$ cat config.mk
export PLATFORM = sky130hd
export DESIGN_NAME = dcbstl_engine
export DESIGN_NICKNAME = d
export VERILOG_FILES = /design/src/logic/dcbstl_pkg.sv /design/src/logic/dcbstl_engine.sv
export SDC_FILE = /design/constraint.sdc
export NUM_CORES = 1
export LEC_CHECK = 0
export BUFFER_PORTS_ARGS = -buffer_cell sky130_fd_sc_hd__buf_2
export CORE_AREA = 4 4 181 183
export CTS_BUF_LIST = sky130_fd_sc_hd__clkbuf_8
export DETAILED_ROUTE_END_ITERATION = 12
export DIE_AREA = 0 0 185 187
export PLACE_DENSITY = 0.72
export REMOVE_ABC_BUFFERS = 1
export SKIP_CTS_REPAIR_TIMING = 1
export SKIP_LAST_GASP = 1
export SLEW_MARGIN = 20
export SYNTH_ARGS = -nofsm -noshare
export SYNTH_HDL_FRONTEND = slang
export SYNTH_SLANG_ARGS = --single-unit
$ cat constraint.sdc
create_clock -name clk -period 14.5 [get_ports clk]
set_input_delay 1.45 -clock clk [delete_from_list [all_inputs] [get_ports clk]]
set_output_delay 1.45 -clock clk [all_outputs]
set_load 0.01 [all_outputs]
$ cat src/logic/dcbstl_pkg.sv
// Package for the data-cache block store, touch and lock engine
package dcbstl_pkg;
  // Operation codes from the pipeline
  typedef enum logic [2:0] {
    OP_STORE = 3'h0,
    OP_TOUCH = 3'h1,
    OP_TOUCH_ST = 3'h2,
    OP_LOCK = 3'h3,
    OP_LOCK_ST = 3'h4
  } dcbstl_op_t;

  localparam logic [1:0] TARGET_PRIMARY = 2'h0;
  localparam logic [1:0] TARGET_SECONDARY = 2'h2;

  // Register byte offsets
  localparam logic [7:0] OFF_CTRL = 8'h00;
  localparam logic [7:0] OFF_STAT = 8'h04;
  localparam logic [7:0] OFF_MASK = 8'h08;

  // Control register bits
  localparam int CTRL_OLA = 0;
  localparam int CTRL_L2OLA = 1;
  localparam int CTRL_BCAST = 2;
  localparam int CTRL_L1EN = 3;
  localparam int CTRL_L2EN = 4;
  localparam int CTRL_M32 = 5;
  localparam logic [31:0] CTRL_RST = 32'h0000_0038;

  // Status bits
  localparam int ST_UL = 0;
  localparam int ST_OL = 1;
  localparam int ST_L2OL = 2;
  localparam int ST_DONE = 3;
  localparam int ST_W = 4;

  localparam logic [1:0] RESP_OKAY = 2'h0;
  localparam logic [1:0] RESP_SLVERR = 2'h2;

  // Request from the pipeline
  typedef struct packed {
    dcbstl_op_t op;
    logic [1:0] cache_target_field;
    logic base_zero;
    logic [63:0] base;
    logic [63:0] index;
    logic inhibited;
    logic coherent;
    logic lock_capable;
    logic xlate_fault;
  } dcbstl_req_t;

  // Command to the cache arrays and memory system
  typedef struct packed {
    logic valid;
    logic writeback;
    logic broadcast;
    logic fetch;
    logic lock;
    logic evict_locked;
    logic [1:0] level;
    logic [63:0] addr;
  } dcbstl_cmd_t;
endpackage

$ cat src/logic/dcbstl_engine.sv
// Data-cache block store, touch and lock engine with AXI4-Lite registers
`timescale 1ns/1ps
`default_nettype none
module dcbstl_engine
  import dcbstl_pkg::*;
#(
  parameter int WAYS = 4
) (
  // Clock and reset
  input wire logic clk,
  input wire logic rst,
  // Pipeline request
  input wire logic req_valid,
  output logic req_ready,
  input wire dcbstl_req_t req,
  // Cache lookup result for the request address
  input wire logic line_hit,
  input wire logic line_dirty,
  input wire logic [WAYS-1:0] way_locked,
  input wire logic [WAYS-1:0] way_valid,
  // Cache command out
  output dcbstl_cmd_t cmd,
  output logic [WAYS-1:0] cmd_way,
  input wire logic cmd_done,
  // Fault report
  output logic storage_fault,
  // Interrupt
  output logic irq,
  // AXI4-Lite slave
  input wire logic [7:0] s_awaddr,
  input wire logic s_awvalid,
  output logic s_awready,
  input wire logic [31:0] s_wdata,
  input wire logic [3:0] s_wstrb,
  input wire logic s_wvalid,
  output logic s_wready,
  output logic [1:0] s_bresp,
  output logic s_bvalid,
  input wire logic s_bready,
  input wire logic [7:0] s_araddr,
  input wire logic s_arvalid,
  output logic s_arready,
  output logic [31:0] s_rdata,
  output logic [1:0] s_rresp,
  output logic s_rvalid,
  input wire logic s_rready
);

  // Elaboration check on the way count
  if (WAYS < 1 || WAYS > 32) begin
    $error("WAYS out of range");
  end

  typedef enum logic [1:0] {
    S_IDLE = 2'b00,
    S_BUSY = 2'b01,
    S_WAIT = 2'b11
  } dcbstl_state_t;

  typedef struct packed {
    dcbstl_state_t state;
    dcbstl_cmd_t cmd;
    logic [WAYS-1:0] way;
    logic fault;
    logic [31:0] ctrl;
    logic [ST_W-1:0] stat;
    logic [ST_W-1:0] mask;
    logic aw_got;
    logic w_got;
    logic [7:0] awaddr;
    logic [31:0] wdata;
    logic [3:0] wstrb;
    logic bvalid;
    logic [1:0] bresp;
    logic rvalid;
    logic [31:0] rdata;
    logic [1:0] rresp;
  } dcbstl_regs_t;

  dcbstl_regs_t r_reg, r_next;

  ////////////////////////////////////////////////////////////////////////////
  // Helpers

  function automatic logic [WAYS-1:0] first_set(input logic [WAYS-1:0] v);
    logic [WAYS-1:0] res;
    res = '0;
    for (int i = WAYS - 1; i >= 0; i--) begin
      if (v[i]) begin
        res = '0;
        res[i] = 1'b1;
      end
    end
    return res;
  endfunction

  logic [63:0] effective_address;
  logic [63:0] base_val;
  logic accept;
  logic is_touch;
  logic is_lock;
  logic target_ok;
  logic secondary;
  logic cache_on;
  logic unable;
  logic all_locked;
  logic allow;
  logic [WAYS-1:0] victim;
  logic [ST_W-1:0] ev;
  logic wr_fire;
  logic [31:0] wmask;

  always_comb begin
    base_val = req.base_zero ? 64'h0 : req.base;
    effective_address = base_val + req.index;
    if (r_reg.ctrl[CTRL_M32]) begin
      effective_address[63:32] = 32'h0;
    end
  end

  assign req_ready = (r_reg.state == S_IDLE);
  assign accept = req_valid && req_ready;
  assign is_touch = (req.op == OP_TOUCH) || (req.op == OP_TOUCH_ST);
  assign is_lock = (req.op == OP_LOCK) || (req.op == OP_LOCK_ST);
  assign secondary = (req.cache_target_field == TARGET_SECONDARY);
  // Secondary target accepted for every form except OP_LOCK
  assign target_ok = (req.cache_target_field == TARGET_PRIMARY) ||
    (secondary && req.op != OP_LOCK);
  assign cache_on = secondary ? r_reg.ctrl[CTRL_L2EN] : r_reg.ctrl[CTRL_L1EN];
  assign unable = req.inhibited || !req.lock_capable || !cache_on ||
    !target_ok;
  assign all_locked = &way_locked;
  assign allow = secondary ? r_reg.ctrl[CTRL_L2OLA] :
    r_reg.ctrl[CTRL_OLA];
  // Victim: empty way, else unlocked way, else a locked way when allowed
  assign victim = (|(~way_valid)) ? first_set(~way_valid) :
    (!all_locked ? first_set(~way_locked) :
    first_set(way_locked));

  ////////////////////////////////////////////////////////////////////////////
  // Next state

  always_comb begin
    r_next = r_reg;
    ev = '0;
    wr_fire = 1'b0;
    wmask = '0;
    r_next.fault = 1'b0;

    case (r_reg.state)
      S_IDLE: begin
        if (accept) begin
          r_next.cmd = '0;
          r_next.cmd.addr = effective_address;
          r_next.cmd.level = req.cache_target_field;
          r_next.way = '0;
          case (req.op)
            OP_STORE: begin
              if (req.xlate_fault) begin
                r_next.fault = 1'b1;
              end else begin
                // Same path regardless of inhibited or write-through
                r_next.cmd.valid = 1'b1;
                r_next.cmd.level = TARGET_PRIMARY;
                r_next.cmd.writeback = 1'b1;
                r_next.cmd.broadcast = req.coherent &&
                  r_reg.ctrl[CTRL_BCAST];
              end
            end
            OP_TOUCH, OP_TOUCH_ST: begin
              // Dropped silently on fault, inhibit or bad target
              if (!req.xlate_fault && !req.inhibited && target_ok &&
                  cache_on && !line_hit) begin
                r_next.cmd.valid = 1'b1;
                r_next.cmd.fetch = 1'b1;
                r_next.way = victim;
                r_next.cmd.evict_locked = 1'b0;
              end
              if (all_locked && !line_hit) begin
                r_next.cmd.valid = 1'b0;
              end
            end
            OP_LOCK, OP_LOCK_ST: begin
              if (req.xlate_fault) begin
                r_next.fault = 1'b1;
              end else if (unable) begin
                ev[ST_UL] = 1'b1;
              end else if (!line_hit && all_locked && !allow) begin
                ev[secondary ? ST_L2OL : ST_OL] = 1'b1;
              end else begin
                r_next.cmd.valid = 1'b1;
                r_next.cmd.lock = 1'b1;
                r_next.cmd.fetch = !line_hit;
                r_next.way = line_hit ? '0 : victim;
                if (!line_hit && all_locked) begin
                  r_next.cmd.evict_locked = 1'b1;
                  ev[secondary ? ST_L2OL : ST_OL] = 1'b1;
                end
              end
            end
            default: begin
              r_next.cmd.valid = 1'b0;
            end
          endcase
          if (r_next.cmd.valid) begin
            r_next.state = S_BUSY;
          end else begin
            ev[ST_DONE] = 1'b1;
          end
        end
      end
      S_BUSY: begin
        if (cmd_done) begin
          r_next.cmd.valid = 1'b0;
          r_next.state = S_WAIT;
        end
      end
      S_WAIT: begin
        ev[ST_DONE] = 1'b1;
        r_next.state = S_IDLE;
      end
      default: begin
        r_next.state = S_IDLE;
      end
    endcase

    // AXI write address and data, either order
    if (s_awvalid && !r_reg.aw_got && !r_reg.bvalid) begin
      r_next.aw_got = 1'b1;
      r_next.awaddr = s_awaddr;
    end
    if (s_wvalid && !r_reg.w_got && !r_reg.bvalid) begin
      r_next.w_got = 1'b1;
      r_next.wdata = s_wdata;
      r_next.wstrb = s_wstrb;
    end
    if (r_reg.aw_got && r_reg.w_got) begin
      wr_fire = 1'b1;
      r_next.aw_got = 1'b0;
      r_next.w_got = 1'b0;
      r_next.bvalid = 1'b1;
      r_next.bresp = RESP_OKAY;
      for (int b = 0; b < 4; b++) begin
        wmask[b*8 +: 8] = {8{r_reg.wstrb[b]}};
      end
      case ({r_reg.awaddr[7:2], 2'b00})
        OFF_CTRL: r_next.ctrl = (r_reg.ctrl & ~wmask) |
          (r_reg.wdata & wmask);
        OFF_STAT: begin
        end
        OFF_MASK: r_next.mask = (r_reg.mask & ~wmask[ST_W-1:0]) |
          (r_reg.wdata[ST_W-1:0] & wmask[ST_W-1:0]);
        default: r_next.bresp = RESP_SLVERR;
      endcase
    end
    if (r_reg.bvalid && s_bready) begin
      r_next.bvalid = 1'b0;
    end

    // Status: write one clears, new event wins
    r_next.stat = r_reg.stat;
    if (wr_fire && {r_reg.awaddr[7:2], 2'b00} == OFF_STAT) begin
      r_next.stat = r_reg.stat &
        ~(r_reg.wdata[ST_W-1:0] & wmask[ST_W-1:0]);
    end
    r_next.stat = r_next.stat | ev;

    // AXI read
    if (s_arvalid && !r_reg.rvalid) begin
      r_next.rvalid = 1'b1;
      r_next.rresp = RESP_OKAY;
      r_next.rdata = '0;
      case ({s_araddr[7:2], 2'b00})
        OFF_CTRL: r_next.rdata = r_reg.ctrl;
        OFF_STAT: r_next.rdata[ST_W-1:0] = r_reg.stat;
        OFF_MASK: r_next.rdata[ST_W-1:0] = r_reg.mask;
        default: r_next.rresp = RESP_SLVERR;
      endcase
    end else if (r_reg.rvalid && s_rready) begin
      r_next.rvalid = 1'b0;
    end
  end

  always_ff @(posedge clk or posedge rst) begin
    if (rst) begin
      r_reg <= '0;
      r_reg.ctrl <= CTRL_RST;
      r_reg.state <= S_IDLE;
    end else begin
      r_reg <= r_next;
    end
  end

  ////////////////////////////////////////////////////////////////////////////
  // Outputs

  assign cmd = r_reg.cmd;
  assign cmd_way = r_reg.way;
  assign storage_fault = r_reg.fault;
  assign irq = |(r_reg.stat & r_reg.mask);
  assign s_awready = !r_reg.aw_got && !r_reg.bvalid;
  assign s_wready = !r_reg.w_got && !r_reg.bvalid;
  assign s_bvalid = r_reg.bvalid;
  assign s_bresp = r_reg.bresp;
  assign s_arready = !r_reg.rvalid;
  assign s_rvalid = r_reg.rvalid;
  assign s_rdata = r_reg.rdata;
  assign s_rresp = r_reg.rresp;

endmodule
`default_nettype wire

==> key figures <==
Setup path
  • CP required: 14890 ps
  • Worst-path cell chain: buf_4 -> nor2b_1 -> ha_1 -> inv_1 -> fa_1 -> nor2b_1 -> o21ai_0 -> a21oi_1 -> o21a_1 -> o22ai_1 -> o31ai_1 -> a31oi_2 -> o31ai_1 -> xor2_1 -> a22o_1
  • R2r setup slk: 11410 ps
  • CP Class: primary input to flip-flop
  • Crit path arrival time: 5210 ps
  • Top Family by Delay on Critical Path: compound AO/OA/AOI/OAI gates
  • WP buf/inv: 2
  • Critical path fanouts, max: 64
  • CP startpoint kind: primary input
  • Reg2Reg Depth: 5
  • Critical register-to-register path startpoint: r_reg[81]
  • Crit path largest cell delay: 660 ps
  • CP endpoint kind: flip-flop
  • Slowest stage cell, crit path: o31ai_1

Finish
  • N_diodes: 0
  • Number of fillers in the final layout: 3030
  • Final core occ: 45.50%
  • Share of cells above drive strength 1: 30.62%
  • Area delta synth->final: 12.31%
  • Non-Filler Instances: 1924
  • Commonest non-fill, non-tap cells in the layout: buf_2 (320), dfrtp_1 (196), nand2_1 (141)
  • Net count, final: 1785
  • Commonest non-fill, non-tap cell in the layout: buf_2

Yosys
  • Yosys warning count: 0
  • Unique cell type count in the Yosys netlist: 72
  • Post-synth EDFFs: 0
  • FFs w/ async S/R, synth: 100.0%
  • Avg Cell Area, Syn: 9.512 um^2
  • Yosys reg bits: 199
  • Primary FF master, synth: dfrtp_1
  • Synthesized area: 12650 um^2
  • Cells after Synth: 1330
  • Post-synthesis sequential area ratio: 39.39%

Clock tree
  • Worst-path clk slew: 120 ps
  • # H-tree levels: 4
  • CTS tree: built
  • Root Buffer: clkbuf_8
  • Clk_lat worst skew: 480 ps
  • CTS buffer count: 17
  • Sink Count: 199
  • CTS Buffer Depth: 2

Floorplan
  • Die height: 187 um
  • Die Span X: 185 um
  • Rows: 65
  • # IOs: 329
  • Core Area: 31230 um^2
  • Initial Util: 40.51%
  • Die area: 34600 um^2

Detailed routing
  • DR vias/cell: 5.363
  • DR iter-0 viols: 592
  • Antenna Nets Post-Route: 0
  • Via count: 10.32k
  • DRC: 0
  • Final WL: 34200 um
  • Drt wl/cell: 17.77 um
  • First-pass detailed-route iteration total: 5

Power and ir drop
  • Total power: 1.986 mW
  • Maximum VDD drop: 0.08358 mV
  • Power Density: 139.8 nW/um^2
  • Leak: 7.005 nW

STA
  • Fmax: 207.2 MHz
  • Final Cycle Share: 33.28%
  • Slew Limit Headroom: 31.88%
  • Unrepaired setup endpoints after global routing: false
  • Worst Clk Skew: 18.31 ps
  • Worst-margin pin slew: 1014 ps
  • Final hold violations: 0
  • Fin. max-slew vios: 0
  • Final number of setup-violating endpoints: 0
  • Minimum clock period: 4825 ps
  • Sum Neg Setup Slack: 0 ps

GRT
  • Global-route wire length before repair: 53290 um
  • Number of global-route vias before repair: 10.20k
  • Gr usage total: 18.98%
  • Pin count of the biggest net entering global routing: 131
  • Grt total ovfl: 0
  • Initial antenna violation count: 1

Run
  • Max-cap check violation count: 0

Min path
  • Hold Path End: s_rdata[26]
  • Tightest Hold Check Type: flip-flop to flip-flop
  • Hold Path Cell Cnt: 1

Run status
  • Status: completed

Placement
  • Placed cells: 1892
  • DP HPWL: 26370 um
  • PortBufs: 321
  • Final RePlAce weighted congestion: 0.8966
-- report_power, final --
| part | internal [mW] | total, mW | switching (mW) |
|---|---|---|---|
| combinational | 0.331 | 0.717 | 0.386 |
| clock | 0.136 | 0.382 | 0.246 |
| sequential | 0.761 | 0.887 | 0.126 |
| total | 1.23 | 1.99 | 0.758 |
-- cell families (layout without fill, tap and decap cells) --
logic type | count (synthesis) | after routing | share of synthesized area (%)
other cells | 1 | 2 | 0.02964
fa+ha+maj | 67 | 67 | 6.686
flops | 199 | 199 | 39.39
xor+xnor | 62 | 62 | 4.292
buf+inv | 197 | 388 | 9.237
mux | 85 | 85 | 7.507
compound gates | 358 | 358 | 18.91
simple gates | 361 | 361 | 13.95
-- synthesized netlist by cell type (3+ instances only) --
cell | instances | area [um^2]
xnor2_1 | 38 | 332.8
o21ba_2 | 3 | 30.03
nor2_1 | 52 | 195.2
a21oi_1 | 86 | 430.4
nand2b_1 | 8 | 50.05
and3_1 | 7 | 43.79
mux2_2 | 79 | 889.6
or3_1 | 5 | 31.28
nand4_1 | 16 | 100.1
clkbuf_1 | 48 | 180.2
inv_1 | 28 | 105.1
o31ai_1 | 9 | 67.56
nor3b_1 | 3 | 22.52
mux2i_1 | 6 | 60.06
o21bai_1 | 21 | 157.7
nor3_1 | 11 | 55.05
dfstp_2 | 3 | 78.83
buf_4 | 112 | 840.8
buf_2 | 5 | 25.02
nor2b_1 | 70 | 437.9
o21a_1 | 11 | 82.58
nand2_1 | 142 | 533.0
and2_1 | 6 | 37.54
o31a_1 | 3 | 26.28
xor2_1 | 24 | 210.2
nor4_1 | 3 | 18.77
a211oi_1 | 5 | 37.54
dfrtp_1 | 196 | 4905
a22o_1 | 63 | 551.8
or2_2 | 3 | 18.77
o21ai_1 | 4 | 20.02
nand3_1 | 22 | 110.1
a31oi_1 | 7 | 43.79
a21o_1 | 24 | 180.2
o21ai_0 | 88 | 440.4
or4_1 | 3 | 22.52
ha_1 | 66 | 825.8
-- worst max-delay path by stage --
stage                  start                    endpoint  depth (start not counted)
detailed placement  req[132]                     cmd[58]                         13
finish              req[132]                     cmd[58]                         15
floorplan                rst  asynchronous set/reset pin                          1
CTS                 req[132]                     cmd[58]                         13
global route        req[132]                     cmd[58]                         15
global placement    req[132]                     cmd[58]                         13
-- metal layers --
| layer | track usage, % | vias to the layer above | share of wire, % |
|---|---|---|---|
| met4 | 5.223 | 4 | 1.9 |
| met5 | 0 | - | 0.038 |
| met2 | 31.35 | 381 | 46 |
| li1 | - | 4959 | - |
| met3 | 4.220 | 43 | 7.8 |
| met1 | 25.13 | 4932 | 44 |
-- layout make-up --
| class | count | area [um^2] | share of cell area [%] |
|---|---|---|---|
| Inverter | 28 | 112.6 | 0.7925 |
| Sequential cell | 199 | 4984 | 35.07 |
| Clock buffer | 17 | 234.0 | 1.647 |
| Timing Repair Buffer | 328 | 1662 | 11.69 |
| Multi-Input combinational cell | 935 | 6519 | 45.88 |
| Clock inverter | 15 | 195.2 | 1.374 |
| Tap cell | 402 | 503.0 | 3.540 |
-- metrics by stage --
step | area (um^2) | setup WS [ps] | hold WS, ps
2_1_floorplan | 11590 | 7629 | 460.6
3_3_place_gp | 13780 | 8872 | 453.9
3_5_place_dp | 13780 | 8863 | 461.5
4_1_cts | 14210 | 9419 | 491.0
5_1_grt | 14210 | 9435 | 498.2
6_report | 14210 | 9675 | 487.0
Note: power is estimated with default switching activity, not from simulation.
